===== config.mk =====
export PLATFORM = sky130hd
export DESIGN_NAME = pmc_monitor
export DESIGN_NICKNAME = d
export VERILOG_FILES = /design/src/inc/pmc_pkg.sv /design/src/inc/pmc_snap_if.sv /design/src/pmc_snap_mem.sv /design/src/pmc_monitor.sv
export SDC_FILE = /design/constraint.sdc
export NUM_CORES = 1
export LEC_CHECK = 0
export ABC_AREA = 0
export BUFFER_PORTS_ARGS = -buffer_cell sky130_fd_sc_hd__buf_4
export CAP_MARGIN = 30
export CORE_UTILIZATION = 51
export DETAILED_ROUTE_END_ITERATION = 10
export GPL_TIMING_DRIVEN = 0
export PLACE_DENSITY = 0.65
export SYNTH_ARGS = -nofsm -noshare
export SYNTH_HDL_FRONTEND = slang
export SYNTH_SLANG_ARGS = --single-unit

===== constraint.sdc =====
create_clock -name sys_clk_i -period 4.4 [get_ports sys_clk_i]
set_input_delay 0.22 -clock sys_clk_i [delete_from_list [all_inputs] [get_ports sys_clk_i]]
set_output_delay 0.22 -clock sys_clk_i [all_outputs]
set_load 0.1 [all_outputs]

===== src/inc/pmc_pkg.sv =====
// Package: constants and types for the performance monitor counter block
package pmc_pkg;
    localparam int CLK_HZ = 40000000;
    localparam real SNAP_PERIOD_S = 1.0;
    localparam int SNAP_CYCLES = int'(SNAP_PERIOD_S * CLK_HZ);
    localparam int NCNT = 7;
    localparam int NBYTE = 16;
    // Software port offsets
    localparam logic [3:0] OFS_CTRL = 4'h0;
    localparam logic [3:0] OFS_IRQ_FLAG = 4'h1;
    localparam logic [3:0] OFS_IRQ_EN = 4'h2;
    localparam logic [3:0] OFS_ACCESS = 4'h3;
    localparam logic [3:0] OFS_DATA = 4'h4;
    localparam logic [3:0] OFS_FORMAT = 4'h5;
    // Control and access bit positions
    localparam int BIT_AUTO = 0;
    localparam int BIT_MANUAL = 1;
    localparam int BIT_LINK = 4;
    // Counter indices within flag and enable registers
    localparam int C_CRC = 0;
    localparam int C_FER = 1;
    localparam int C_ALIGNMENT_SHIFT_COUNT = 2;
    localparam int C_OOF = 3;
    localparam int C_PATTERN_CHECKER_ERROR_COUNT = 4;
    localparam int C_LCV = 5;
    localparam int C_DDS = 6;
    // Counter widths
    localparam int W_LCV = 16;
    localparam int W_FER = 12;
    localparam int W_ALIGNMENT_SHIFT_COUNT = 3;
    localparam int W_OOF = 5;
    localparam int W_PATTERN_CHECKER_ERROR_COUNT = 16;
    localparam int W_CRC = 10;
    localparam int W_DDS = 10;
    localparam logic [7:0] CTRL_RST = 8'h00;
    localparam logic [6:0] IRQ_EN_RST = 7'h00;
    typedef enum logic [1:0] {PMC_SF, PMC_ESF, PMC_DM, PMC_SLC} pmc_format_t;
endpackage : pmc_pkg


===== src/inc/pmc_snap_if.sv =====
// Interface: snapshot write and indirect read between top and memory
`timescale 1ns/1ps
interface pmc_snap_if;
    logic wr;
    logic [7:0] wdata [2*16];
    logic [4:0] raddr;
    logic [7:0] rdata;
    modport top (output wr, output wdata, output raddr, input rdata);
    modport mem (input wr, input wdata, input raddr, output rdata);
endinterface : pmc_snap_if


===== src/pmc_snap_mem.sv =====
// Snapshot memory: indirect byte registers for two links, registered read
`timescale 1ns/1ps
module pmc_snap_mem
    import pmc_pkg::*;
(
    input wire logic sys_clk_i, // System clock
    input wire logic rst_i, // Synchronous reset
    pmc_snap_if.mem snap // Snapshot port
);
    logic [7:0] mem [2*NBYTE];
    logic [7:0] rdata;

    always_ff @(posedge sys_clk_i)
    begin
        if (rst_i)
        begin
            for (int i = 0; i < 2*NBYTE; i++)
                mem[i] <= 8'h00;
            rdata <= 8'h00;
        end
        else
        begin
            if (snap.wr)
                for (int i = 0; i < 2*NBYTE; i++)
                    mem[i] <= snap.wdata[i];
            rdata <= mem[snap.raddr];
        end
    end

    assign snap.rdata = rdata;
endmodule : pmc_snap_mem


===== src/pmc_monitor.sv =====
// Performance monitor counters with snapshot, overflow interrupts and access port
//
// The address-and-strobe port and the register addresses were decided locally.
`timescale 1ns/1ps
module pmc_monitor
    import pmc_pkg::*;
#(
    parameter int SNAP_CYC = SNAP_CYCLES // Cycles per auto snapshot
)
(
    input wire logic sys_clk_i, // 40 MHz clock
    input wire logic rst_i, // Synchronous reset, high
    input wire logic [1:0] lcv_ev_i, // Line code violation pulse per link
    input wire logic [1:0] fer_ev_i, // Framing error pulse per link
    input wire logic [1:0] alignment_shift_count_ev_i, // Alignment shift pulse per link
    input wire logic [1:0] oof_ev_i, // Out of sync pulse per link
    input wire logic [1:0] pattern_checker_error_count_ev_i, // Pattern checker error pulse per link
    input wire logic [1:0] crc_ev_i, // CRC-6 error pulse per link
    input wire logic [1:0] dds_ev_i, // DDS pattern error pulse per link
    input wire logic [3:0] addr_i, // Register address
    input wire logic [7:0] wdata_i, // Write data
    input wire logic wr_i, // Write strobe
    input wire logic rd_i, // Read strobe
    output logic [7:0] rdata_o, // Read data, cycle after strobe
    output logic irq_o // Level interrupt
);
    ////////////////////////////////////////////////////////////////////////
    // Saturating increment used by every counter
    function automatic logic [15:0] sat_inc(input logic [15:0] v, input logic ev,
                                            input int w);
        logic [15:0] maxv;
        maxv = 16'((32'h1 << w) - 1);
        return (ev && v != maxv) ? 16'(v + 16'h1) : v;
    endfunction : sat_inc

    logic [7:0] ctrl;
    logic [7:0] access;
    logic [1:0] fmt;
    logic [6:0] irq_flag [2];
    logic [6:0] irq_en [2];
    logic manual_q;
    logic [31:0] sec_cnt;
    logic [15:0] cnt [2][NCNT];
    logic [7:0] rdata;

    wire auto_snapshot_enable = ctrl[BIT_AUTO];
    wire manual_snapshot_trigger = ctrl[BIT_MANUAL];
    wire link_select = access[BIT_LINK];
    wire sec_tick = (sec_cnt == 32'(SNAP_CYC - 1));
    wire manual_rise = manual_snapshot_trigger && !manual_q;
    wire snap = (auto_snapshot_enable && sec_tick) || manual_rise;
    wire pmc_format_t cur_fmt = pmc_format_t'(fmt);
    wire wr_flag = wr_i && addr_i == OFS_IRQ_FLAG;

    pmc_snap_if snap_bus ();

    pmc_snap_mem u_mem (
        .sys_clk_i(sys_clk_i),
        .rst_i(rst_i),
        .snap(snap_bus.mem)
    );

    ////////////////////////////////////////////////////////////////////////
    // Software registers
    always_ff @(posedge sys_clk_i)
    begin
        if (rst_i)
        begin
            ctrl <= CTRL_RST;
            access <= 8'h00;
            fmt <= 2'h0;
            irq_en[0] <= IRQ_EN_RST;
            irq_en[1] <= IRQ_EN_RST;
        end
        else if (wr_i)
        begin
            if (addr_i == OFS_CTRL)
                ctrl <= wdata_i;
            if (addr_i == OFS_ACCESS)
                access <= wdata_i;
            if (addr_i == OFS_FORMAT)
                fmt <= wdata_i[1:0];
            if (addr_i == OFS_IRQ_EN)
                irq_en[wdata_i[7]] <= wdata_i[6:0];
        end
    end

    always_ff @(posedge sys_clk_i)
    begin
        if (rst_i)
            manual_q <= 1'b0;
        else
            manual_q <= manual_snapshot_trigger;
    end

    // Free running second counter; auto enable only gates its use
    always_ff @(posedge sys_clk_i)
    begin
        if (rst_i || sec_tick)
            sec_cnt <= 32'h0;
        else
            sec_cnt <= sec_cnt + 32'h1;
    end

    ////////////////////////////////////////////////////////////////////////
    // Counters, per link
    logic ev [2][NCNT];
    logic [NCNT-1:0] ovf [2];
    logic [15:0] next_cnt [2][NCNT];
    int wid [NCNT];

    always_comb
    begin
        wid[C_CRC] = W_CRC;
        wid[C_FER] = W_FER;
        wid[C_ALIGNMENT_SHIFT_COUNT] = W_ALIGNMENT_SHIFT_COUNT;
        wid[C_OOF] = W_OOF;
        wid[C_PATTERN_CHECKER_ERROR_COUNT] = W_PATTERN_CHECKER_ERROR_COUNT;
        wid[C_LCV] = W_LCV;
        wid[C_DDS] = W_DDS;
        for (int l = 0; l < 2; l++)
        begin
            ev[l][C_LCV] = lcv_ev_i[l];
            ev[l][C_OOF] = oof_ev_i[l];
            ev[l][C_PATTERN_CHECKER_ERROR_COUNT] = pattern_checker_error_count_ev_i[l];
            ev[l][C_ALIGNMENT_SHIFT_COUNT] = alignment_shift_count_ev_i[l];
            ev[l][C_FER] = fer_ev_i[l];
            ev[l][C_CRC] = crc_ev_i[l] && cur_fmt == PMC_ESF;
            ev[l][C_DDS] = dds_ev_i[l] && cur_fmt == PMC_DM;
            for (int c = 0; c < NCNT; c++)
            begin
                // New interval starts from the coinciding event
                if (snap)
                    next_cnt[l][c] = {15'h0, ev[l][c]};
                else
                    next_cnt[l][c] = sat_inc(cnt[l][c], ev[l][c], wid[c]);
                ovf[l][c] = ev[l][c] && !snap &&
                            cnt[l][c] == 16'((32'h1 << wid[c]) - 1);
            end
        end
    end

    always_ff @(posedge sys_clk_i)
    begin
        for (int l = 0; l < 2; l++)
            for (int c = 0; c < NCNT; c++)
                cnt[l][c] <= rst_i ? 16'h0 : next_cnt[l][c];
    end

    // Set wins over the write-one clear
    always_ff @(posedge sys_clk_i)
    begin
        for (int l = 0; l < 2; l++)
            if (rst_i)
                irq_flag[l] <= 7'h00;
            else
                irq_flag[l] <= (irq_flag[l] & ~((wr_flag && wdata_i[7] == 1'(l)) ?
                                wdata_i[6:0] : 7'h00)) | ovf[l];
    end

    assign irq_o = |(irq_flag[0] & irq_en[0]) || |(irq_flag[1] & irq_en[1]);

    ////////////////////////////////////////////////////////////////////////
    // Snapshot byte map: byte index = counter index * 2 + half
    always_comb
    begin
        for (int l = 0; l < 2; l++)
            for (int b = 0; b < NBYTE; b++)
                snap_bus.wdata[l*NBYTE + b] = 8'h00;
        for (int l = 0; l < 2; l++)
            for (int c = 0; c < NCNT; c++)
            begin
                snap_bus.wdata[l*NBYTE + 2*c] = cnt[l][c][7:0];
                snap_bus.wdata[l*NBYTE + 2*c + 1] = cnt[l][c][15:8];
            end
    end
    assign snap_bus.wr = snap;
    assign snap_bus.raddr = {link_select, access[3:0]};

    ////////////////////////////////////////////////////////////////////////
    // Read port: decode at the strobe, hold the byte for one cycle
    always_comb
    begin
        unique case (addr_i)
            OFS_CTRL: rdata = ctrl;
            OFS_IRQ_FLAG: rdata = {1'b0, irq_flag[link_select]};
            OFS_IRQ_EN: rdata = {1'b0, irq_en[link_select]};
            OFS_ACCESS: rdata = access;
            OFS_DATA: rdata = snap_bus.rdata;
            OFS_FORMAT: rdata = {6'h0, fmt};
            default: rdata = 8'h00;
        endcase
    end

    // Registered byte keeps decode glitches off the bus
    always_ff @(posedge sys_clk_i)
    begin
        if (rst_i || !rd_i)
            rdata_o <= 8'h00;
        else
            rdata_o <= rdata;
    end

    ////////////////////////////////////////////////////////////////////////
    // Checks
    // Snapshot copy, clear and auto period
    a_snap_clears: assert property (@(posedge sys_clk_i) disable iff (rst_i)
        snap |=> cnt[0][C_LCV] == 16'($past(lcv_ev_i[0])))
        else $error("counter not cleared after snapshot");
    a_manual_snap: assert property (@(posedge sys_clk_i) disable iff (rst_i)
        $rose(manual_snapshot_trigger) |=>
        u_mem.mem[2*C_OOF] == $past(cnt[0][C_OOF][7:0]))
        else $error("manual rise did not snapshot");
    a_auto_snap: assert property (@(posedge sys_clk_i) disable iff (rst_i)
        (auto_snapshot_enable && sec_tick) |=>
        u_mem.mem[2*C_PATTERN_CHECKER_ERROR_COUNT] == $past(cnt[0][C_PATTERN_CHECKER_ERROR_COUNT][7:0]))
        else $error("auto snapshot missing");
    a_tick_range: assert property (@(posedge sys_clk_i) disable iff (rst_i)
        sec_cnt <= 32'(SNAP_CYC - 1))
        else $error("second counter past its period");
    a_link_map: assert property (@(posedge sys_clk_i) disable iff (rst_i)
        snap |=> u_mem.mem[NBYTE + 2*C_LCV] == $past(cnt[1][C_LCV][7:0]))
        else $error("link one snapshot misplaced");

    // Counting, gating and saturation
    a_event_kept: assert property (@(posedge sys_clk_i) disable iff (rst_i)
        (snap && lcv_ev_i[1]) |=> cnt[1][C_LCV] == 16'h1)
        else $error("event lost at snapshot");
    a_alignment_shift_count_sat: assert property (@(posedge sys_clk_i) disable iff (rst_i)
        cnt[0][C_ALIGNMENT_SHIFT_COUNT] <= 16'h7)
        else $error("alignment counter exceeds width");
    a_oof_sat: assert property (@(posedge sys_clk_i) disable iff (rst_i)
        cnt[0][C_OOF] <= 16'h1F)
        else $error("out of sync counter exceeds width");
    a_fer_sat: assert property (@(posedge sys_clk_i) disable iff (rst_i)
        cnt[1][C_FER] <= 16'hFFF)
        else $error("framing counter exceeds width");
    a_crc_sat: assert property (@(posedge sys_clk_i) disable iff (rst_i)
        cnt[0][C_CRC] <= 16'h3FF)
        else $error("crc counter exceeds width");
    a_crc_fmt: assert property (@(posedge sys_clk_i) disable iff (rst_i)
        (cur_fmt != PMC_ESF && !snap) |=> $stable(cnt[0][C_CRC]))
        else $error("crc counted outside esf");
    a_dds_fmt: assert property (@(posedge sys_clk_i) disable iff (rst_i)
        (cur_fmt != PMC_DM && !snap) |=> $stable(cnt[0][C_DDS]))
        else $error("dds counted outside t1 dm");
    a_pattern_checker_error_count_idle: assert property (@(posedge sys_clk_i) disable iff (rst_i)
        (!snap && !pattern_checker_error_count_ev_i[0]) |=> $stable(cnt[0][C_PATTERN_CHECKER_ERROR_COUNT]))
        else $error("pattern counter moved without event");
    a_lcv_idle: assert property (@(posedge sys_clk_i) disable iff (rst_i)
        (!snap && !lcv_ev_i[1]) |=> $stable(cnt[1][C_LCV]))
        else $error("line code counter moved without event");
    a_alignment_shift_count_idle: assert property (@(posedge sys_clk_i) disable iff (rst_i)
        (!snap && !alignment_shift_count_ev_i[1]) |=> $stable(cnt[1][C_ALIGNMENT_SHIFT_COUNT]))
        else $error("alignment counter moved without event");
    a_ovf_hold: assert property (@(posedge sys_clk_i) disable iff (rst_i)
        ovf[0][C_OOF] |=> cnt[0][C_OOF] == 16'h1F)
        else $error("counter wrapped after overflow");

    // Flags and interrupt
    a_flag_sticky: assert property (@(posedge sys_clk_i) disable iff (rst_i)
        (irq_flag[0][C_OOF] && !wr_flag) |=> irq_flag[0][C_OOF])
        else $error("flag cleared without write");
    a_flag_clear: assert property (@(posedge sys_clk_i) disable iff (rst_i)
        (wr_flag && !wdata_i[7] && wdata_i[C_OOF] && !ovf[0][C_OOF]) |=> !irq_flag[0][C_OOF])
        else $error("flag kept after write one");
    a_irq_gate: assert property (@(posedge sys_clk_i) disable iff (rst_i)
        (irq_en[0] == 7'h00 && irq_en[1] == 7'h00) |-> !irq_o)
        else $error("interrupt without enable");
    a_ovf_flag: assert property (@(posedge sys_clk_i) disable iff (rst_i)
        ovf[1][C_ALIGNMENT_SHIFT_COUNT] |=> irq_flag[1][C_ALIGNMENT_SHIFT_COUNT])
        else $error("overflow flag not set");

    // Read port
    a_read_data: assert property (@(posedge sys_clk_i) disable iff (rst_i)
        !$past(rd_i) |-> rdata_o == 8'h00)
        else $error("read data outside read slot");

    c_manual: cover property (@(posedge sys_clk_i) disable iff (rst_i) manual_rise);
    c_auto: cover property (@(posedge sys_clk_i) disable iff (rst_i)
        auto_snapshot_enable && sec_tick);
    c_irq: cover property (@(posedge sys_clk_i) disable iff (rst_i) irq_o);
    c_overflow: cover property (@(posedge sys_clk_i) disable iff (rst_i) ovf[0][C_OOF]);
    c_coincide: cover property (@(posedge sys_clk_i) disable iff (rst_i) snap && lcv_ev_i[1]);
endmodule : pmc_monitor


==> results of run 1 <==
==> metrics by stage <==
stage	setup WS (ns)	hold WS, ns	power (mW)	setup TNS, ns	std cells
2_1_floorplan	0.816	0.367	5.76	0	2375
3_3_place_gp	-0.222	0.441	5.96	-42.16	3066
3_5_place_dp	0.664	0.450	5.97	0	3071
4_1_cts	0.661	0.00585	10.8	0	3198
5_1_grt	0.456	0.0614	11.0	0	3198
6_report	0.713	0.0318	10.7	0	3198
==> power groups by stage <==
| stage | clock network [mW] | registers [mW] | logic (mW) |
|---|---|---|---|
| floorplan | 0 | 5.52 | 0.248 |
| global placement | 0 | 5.54 | 0.423 |
| detailed placement | 0 | 5.53 | 0.439 |
| CTS | 4.89 | 5.43 | 0.454 |
| global route | 5.08 | 5.43 | 0.485 |
| finish | 4.82 | 5.43 | 0.459 |
==> metal layers <==
layer | up-vias | track usage [%]
met5 | - | 0
met4 | 0 | 9.85
met3 | 119 | 4.21
met2 | 724 | 43.6
met1 | 9448 | 41.2
li1 | 8971 | -
==> cell type report <==
cell class                      instances  share of cell area, %
Tap cell                              656                   2.89
Multi-Input combinational cell       1650                   38.9
Inverter                               48                  0.635
Buffer                                133                   2.25
Timing Repair Buffer                   58                   1.89
Clock buffer                           90                   6.04
Sequential cell                       544                   46.8
Clock inverter                         19                  0.564
==> cells in the mapped netlist (all sizes together), types with 4 or more instances <==
master	number	share of area, %
dfxtp	306	24
nor2	267	4.0
edfxtp	238	28
and3	160	4.0
nand2	131	2.0
nand3	107	2.1
xor2	102	3.6
nor2b	91	2.3
a21oi	89	1.8
nand4	89	2.2
clkbuf	82	1.3
xnor2	81	2.8
mux4	52	4.7
buf	51	1.2
o21ai	50	1.0
inv	47	0.70
nor3	43	0.97
mux2i	40	1.6
nor4	35	0.98
or3	33	0.82
and2	31	0.77
and4	25	0.87
a211oi	22	0.66
a22oi	17	0.51
ha	15	0.75
or4	15	0.45
o31ai	13	0.39
a31oi	10	0.25
a2111oi	9	0.33
nor4bb	9	0.36
o211ai	9	0.27
mux2	8	0.36
nor4b	8	0.30
a221oi	7	0.24
or2	7	0.17
a21boi	5	0.15
a22o	5	0.17
a32oi	5	0.17
nand3b	5	0.15
nor3b	4	0.12
o2111ai	4	0.14
o21bai	4	0.12
o221ai	4	0.14
o32a	4	0.16
==> state kept, by name, summed over array words and instances (netlist names), named ones only <==
name	flops
irq_flag	14
cnt	224
manual_q	1
access	8
irq_en	14
sec_cnt	32
ctrl	8
u_mem.mem	224
cur_fmt	2
rdata_o	8
u_mem.snap.rdata	8
==> critical path: cells and delay by family (launching register included) <==
kind	cells	cell delay [ns]
buffers and inverters	5	1.45
AND/OR/NAND/NOR	3	0.83
flip-flops	1	0.37
AO/OA/AOI/OAI	1	0.32
adder cells (fa/ha/maj)	1	0.25
==> kinds of logic (layout without fill, tap and decap cells) <==
family	count (synthesis)	in the layout
compound gates	280	280
xor+xnor	183	183
fa+ha+maj	15	15
buf+inv	181	348
flops	544	544
mux	100	100
simple gates	1072	1072
==> final timing paths <==
check	slack, ns	from	end	depth (start not counted)
worst max-delay path	0.71	sec_cnt[0]	u_mem.mem[1][0]	10
worst min register to register	0.46	ctrl[2]	ctrl[2]	2
worst min-delay path	0.03	dds_ev_i[1]	cnt[1][0]	4
worst max register to register	0.71	sec_cnt[0]	u_mem.mem[1][0]	10
==> what timing repair did <==
item                      4_1_cts  5_1_grt
hold buffers                   18        0
hold endpoints to repair       61        0
gates resized for setup         0        0
==> reports/metrics.cfg, run 1 <==
[run_status]
outcome=finished, final reports clean

[cells_and_area]
fillers=4047
diodes=0
area_growth_pct=12.9
multi_input_area_um2=11100
ff_latch_area_um2=13300
final_area_um2=28400
final_common_cell=dfxtp_1
final_cell_mix=dfxtp_1 (306), nor2_1 (266), edfxtp_1 (238)
final_nets=2538
utilization_pct=58.9
final_layout_size_suffix_gt1_share_pct=10.3

[floorplanning]
core_area_um2=48100
rows=80
die_h_um=224
dieArea_um2=50200
start_util_pct=52.2
die_w_um=224
io_pins=39

[synth]
syn_inst=2375
synth_top_family_by_area=simple AND/OR/NAND/NOR gates
synth_edf_count=238
syn_area_um2=25100
ys_seq_area_share_pct=52.8
synth.distinct_cells=77
synth_xor_area_share_pct=6.38
synth_adder_area_share_pct=0.747
yosys.area_share.simple_pct=22.9
synth_ff_type=dfxtp_1
avgSynthCellArea_um2=10.6
syn_nets=2420
synth_warnings=0
synthMuxAreaShare_pct=6.61
ys_ff_latch=544
async_reset_ff_share_pct=0
synth_compound_area_share_pct=7.27

[clock_tree]
cts_setup_buffers=0
clk_pin_slew_ns=0.06
htreeDepth=2
cts_buffers=58
clock_latency_ns=0.62
cts_tree=done
clockBufferDepth=3
cts_root_buf=clkbuf_16
clkSinkCount=544

[routing]
drt_wl_total_um=70800
dr.pass1.iters=5
num_vias=19300
drtIter0Drc=2065
highest_layer=met4
avgRoutedWirePerCell_um=22.1
met2RoutedLength_um=31400
drt-met1-wl_um=31600
ant_nets=0
route.detailed.drc=0
wl_met3_um=5590
viasPerCell=6.02

[place]
port_buffers=35
gp_congestion=0.975
dp_hpwl_um=51200
place_area_um2=26300

[critical_path]
arrival_ns=3.96
crit_top_cell=buf_16
path_cells=ha_1 -> nand4_1 -> nor4_4 -> a21o_2 -> nor2_2 -> inv_2 -> buf_6 -> buf_8 -> buf_16 -> buf_16
max_stage_delay_ns=0.46
crit_type=reg2reg
cp_max_fo=86
endpoint_kind=register
critPathRequiredTime_ns=4.67
crit_path_start_kind=register
critPathSlowestCell=nor4_4

[sta]
hold_viol=0
fmax_mhz=271
relSlewSlack_pct=35.2
finClkSkew_ns=0.0220
drv_slew=0
rsz0062_at_grt=no
fin_crit_sh_pct=83.8
setup_viol=0
fin_crit_ns=3.69
worstMarginPinSlew_ns=0.973

[pwr]
p_clk_share_pct=45.0
ir_drop_mv=0.306
p_per_area_nw_per_um2=377
p_sw_mw=2.40
p_int_mw=8.31
sw_frac_of_total_pct=22.4
pwr-share-comb_pct=4.3
seq_power_share_pct=50.7
leakage_nw=9.99

[worst_hold_path]
hold_path.class=in2reg

[global_route]
grt_overflow=0
grt_pass1_wl_um=109000
grt_pass1_vias=18400
grt_usage_pct=28.5
grt_start_max_net_pins=87
grt_antenna_before_repair=2

[job]
max_cap_viol_count=0

Power figures use the tool's default switching activity.
==> run 2, diff against run 1 <==
--- a/config.mk
+++ b/config.mk
@@ -11,7 +11,7 @@
 export CORE_UTILIZATION = 51
 export DETAILED_ROUTE_END_ITERATION = 10
 export GPL_TIMING_DRIVEN = 0
-export PLACE_DENSITY = 0.65
+export PLACE_DENSITY = 0.67
 export SYNTH_ARGS = -nofsm -noshare
 export SYNTH_HDL_FRONTEND = slang
 export SYNTH_SLANG_ARGS = --single-unit
==> constraint.sdc (replaced) <==
create_clock -name sys_clk_i -period 3.29 [get_ports sys_clk_i]
set_input_delay 0.1645 -clock sys_clk_i [delete_from_list [all_inputs] [get_ports sys_clk_i]]
set_output_delay 0.1645 -clock sys_clk_i [all_outputs]
set_load 0.1 [all_outputs]
==> reports/metrics.cfg, run 2 (synthesis results as in run 1) <==
[floorplanning]
io_pins=39
dieArea_um2=50200
core_area_um2=48100
die_h_um=224
rows=80
die_w_um=224
start_util_pct=52.2

[global_route]
grt_start_max_net_pins=63
grt_pass1_vias=18500
grt_pass1_wl_um=109000
grt_antenna_before_repair=3
grt_usage_pct=28.6
grt_overflow=0

[critical_path]
crit_type=reg2reg
reg2reg_depth=8
critPathRequiredTime_ns=3.58
crit_path_start_kind=register
endpoint_kind=register
arrival_ns=3.36
cp_max_fo=62

[clock_tree]
cts_setup_buffers=0
clock_latency_ns=0.63
clk_pin_slew_ns=0.06
clkSinkCount=544
cts_tree=done
htreeDepth=2
cts_buffers=58
cts_root_buf=clkbuf_16
clockBufferDepth=3

[cells_and_area]
final_nets=2541
reg_top3=cnt x224, u_mem.mem x224, sec_cnt x32
multi_input_area_um2=11100
ff_latch_area_um2=13300
final_area_um2=28500
finalNonFillerCells=3203
fillers=4060
final_layout_size_suffix_gt1_share_pct=10.5
area_growth_pct=13.4
final_cell_mix=dfxtp_1 (306), nor2_1 (266), edfxtp_1 (238)
utilization_pct=59.2
final_common_cell=dfxtp_1

[pwr]
power_mw=14.5
p_per_area_nw_per_um2=508
leakage_nw=10.0
ir_drop_mv=0.412

[worst_hold_path]
hold_path.class=in2reg
worstHoldPathCells=4

[routing]
drtIter0Drc=2127
viasPerCell=6.08
num_vias=19500
route.detailed.drc=0
avgRoutedWirePerCell_um=22.4
drt_wl_total_um=71700
dr.pass1.iters=6
ant_nets=0

[sta]
finClkSkew_ns=0.0235
fmax_mhz=325
rsz0062_at_grt=no
worst_slack_ns=0.216
relSlewSlack_pct=28.9
drv_slew=0
setup_viol=0
fin_hold_ws_ns=0.0416
fin_crit_sh_pct=93.4
tns_ns=0
fin_crit_ns=3.07
worstMarginPinSlew_ns=1.07
hold_viol=0

[place]
place_area_um2=26300
dp_slack_ns=-0.422
dp_hpwl_um=51100
port_buffers=35
gp_congestion=0.990
dp_cells=3069

[job]
max_cap_viol_count=0

[run_status]
outcome=finished, final reports clean

==> run 2: cell types whose count changed in the layout (fill, tap and decap cells not counted), sizes merged, moves of 2 or more <==
cell         before  now
clkbuf          172  164
clkinv           14   20
clkinvlp          2    5
inv              49   47
dlygate4sd3      18   22
==> run 2: repair_timing <==
| action | in CTS | in global routing |
|---|---|---|
| hold buffers | 22 | 0 |
| gates cloned | 2 | 0 |
| setup endpoints to repair | 111 | 86 |
| resized for setup | 2 | 1 |
| endpoints found under the hold margin | 73 | 0 |
==> run 2: routing by layer <==
metal,routed length (um),share of wire (%),GRT usage [%],up-vias
met5,39,0.054,0,-
met4,2560,3.6,10.9,6
met3,5660,7.9,5.21,146
met2,32300,45,44.6,807
met1,31100,43,39.6,9549
li1,-,-,-,8958
==> run 2: worst max-delay path, stage by stage (launching register included) <==
cell,delay [ns]
dfxtp_1,0.35
or4b_4,0.57
nor4_4,0.43
a21o_2,0.29
nor2_2,0.11
inv_2,0.09
buf_6,0.17
buf_16,0.31
buf_16,0.31
==> run 2: final timing paths <==
path	slack, ns	end	from
setup / recovery	0.22	u_mem.mem[1][0]	sec_cnt[10]
hold / removal	0.04	cur_fmt[1]	addr_i[3]
setup reg to reg	0.22	u_mem.mem[1][0]	sec_cnt[10]
hold reg to reg	0.46	ctrl[5]	ctrl[5]
==> run 2: layout make-up <==
type                            count  area share, %
Sequential cell                   544           46.6
Multi-Input combinational cell   1650           38.8
Clock buffer                       83           6.01
Tap cell                          656           2.88
Buffer                            132           2.27
Timing Repair Buffer               62           2.08
Clock inverter                     27          0.760
Inverter                           48          0.632
Antenna cell                        1        0.00878
==> run 2: power breakdown <==
part / switching (mW) / leakage [nW] / internal (mW)
Sequential: 0.0763 / 4.93 / 7.18
Combinational: 0.422 / 4.18 / 0.207
Clock: 2.75 / 0.937 / 3.84
==> run 3, diff against run 2 <==
--- a/config.mk
+++ b/config.mk
@@ -11,7 +11,7 @@
 export CORE_UTILIZATION = 51
 export DETAILED_ROUTE_END_ITERATION = 10
 export GPL_TIMING_DRIVEN = 0
-export PLACE_DENSITY = 0.67
+export PLACE_DENSITY = 0.65
 export SYNTH_ARGS = -nofsm -noshare
 export SYNTH_HDL_FRONTEND = slang
 export SYNTH_SLANG_ARGS = --single-unit
==> constraint.sdc (replaced) <==
create_clock -name sys_clk_i -period 3.29 [get_ports sys_clk_i]
set_input_delay 0.1645 -clock sys_clk_i [delete_from_list [all_inputs] [get_ports sys_clk_i]]
set_output_delay 0.1645 -clock sys_clk_i [all_outputs]
set_load 0.01 [all_outputs]
==> reports/metrics.cfg, run 3 (synthesis results as in run 1) <==
[cells_and_area]
final_area_um2=28400
fillers=4062
reg_top3=cnt x224, u_mem.mem x224, sec_cnt x32
final_nets=2539
final_common_cell=dfxtp_1
final_cell_mix=dfxtp_1 (306), nor2_1 (266), edfxtp_1 (238)
final_layout_size_suffix_gt1_share_pct=10.2
ff_latch_area_um2=13300
multi_input_area_um2=11100
area_growth_pct=12.9
diodes=0

[floorplanning]
die_w_um=224
core_area_um2=48100
die_h_um=224
rows=80
io_pins=39
dieArea_um2=50200
start_util_pct=52.2

[global_route]
grt-busiest-layer=met2
grt_util_met1_pct=42.1
grt_antenna_before_repair=0
grt_pass1_vias=18100
grt.met2_usage_pct=42.8
grt_overflow=0
met3_usage_pct=3.80
grt_pass1_wl_um=109000
grt_start_max_net_pins=63
grt_usage_pct=28.4

[sta]
fin_crit_ns=3.08
rsz0062_at_grt=no
finClkSkew_ns=0.0262
fin_crit_sh_pct=93.5
relSlewSlack_pct=32.7
hold_viol=0
worst_slack_ns=0.213
fmax_mhz=325
setup_viol=0
tns_ns=0
drv_slew=0
worstMarginPinSlew_ns=1.01

[job]
max_cap_viol_count=0

[clock_tree]
clk_pin_slew_ns=0.06
cts_buffers=57
htreeDepth=2
cts_setup_buffers=0
clockBufferDepth=3
clkSinkCount=544
clock_latency_ns=0.63
cts_tree=done
cts_root_buf=clkbuf_16

[routing]
ant_nets=0
viasPerCell=6.08
drtIter0Drc=2539
drt_wl_total_um=71500
dr.pass1.iters=6
avgRoutedWirePerCell_um=22.3
route.detailed.drc=0
num_vias=19500

[place]
place_area_um2=26300
port_buffers=35
dp_slack_ns=-0.364
gp_congestion=0.983
dp_hpwl_um=50900

[pwr]
leakage_nw=10.0
ir_drop_mv=0.414
p_per_area_nw_per_um2=502
power_mw=14.3

[critical_path]
crit_type=reg2reg
crit_path_start_kind=register
arrival_ns=3.36
cp_max_fo=61
endpoint_kind=register
critPathRequiredTime_ns=3.57

[worst_hold_path]
hold_path.class=in2reg

[run_status]
outcome=finished, final reports clean

run 3: cell types whose count changed in the layout (fill, tap and decap cells not counted), sizes merged:
cell	delta
inv	+1
clkinvlp	-5
clkinv	+2
bufinv	+1
diode	-1
buf	+1
dlygate4sd3	-3
run 3: through the flow:
stage,hold slack [ns],utilization (%),cells
finish,0.0661,58.9,3199
global route,0.0661,58.9,3199
CTS,0.0143,58.9,3199
detailed placement,0.451,54.6,3070
global placement,0.443,54.5,3066
floorplan,0.312,-,2375
run 3: critical path, cell delays in order (launching register included):
cell	delay [ns]
dfxtp_1	0.30
buf_2	0.19
nor4bb_1	0.34
and4_1	0.23
clkbuf_1	0.33
a21o_2	0.27
nor2_2	0.12
inv_2	0.09
buf_6	0.18
buf_16	0.28
buf_16	0.34
run 3: worst paths after layout:
kind | startpoint | endpoint | slack (ns) | cells past startpoint
worst max-delay path | sec_cnt[17] | u_mem.mem[12][7] | 0.21 | 10
worst min-delay path | alignment_shift_count_ev_i[0] | cnt[0][65] | 0.07 | 3
worst max register to register | sec_cnt[17] | u_mem.mem[12][7] | 0.21 | 10
worst min register to register | access[7] | access[7] | 0.46 | 2
run 3: area by class of cell:
| type | count | share of cell area, % |
|---|---|---|
| repair buffers | 60 | 2.00 |
| flip-flops and latches | 544 | 46.8 |
| clock buffers | 82 | 5.65 |
| clock inverters | 26 | 0.785 |
| inverters | 48 | 0.635 |
| plain buffers | 133 | 2.30 |
| multi-input cells | 1650 | 39.0 |
| well taps | 656 | 2.89 |
run 3: where the power goes:
part	switching [mW]	total, mW	internal [mW]
clock network	2.69	6.38	3.68
registers	0.0770	7.26	7.18
logic	0.412	0.618	0.205
total	3.18	14.3	11.1
run 3: repair_timing:
action,4_1_cts,5_1_grt
endpoints found under the setup margin,123,52
gates cloned,2,0
endpoints found under the hold margin,71,0
resized for setup,2,1
hold buffers,19,0
run 3: per-layer routing:
| layer | part of all wire (%) | vias up |
|---|---|---|
| met1 | 44 | 9576 |
| met3 | 8.6 | 110 |
| li1 | - | 8983 |
| met2 | 44 | 784 |
| met5 | 0 | - |
| met4 | 2.9 | 0 |
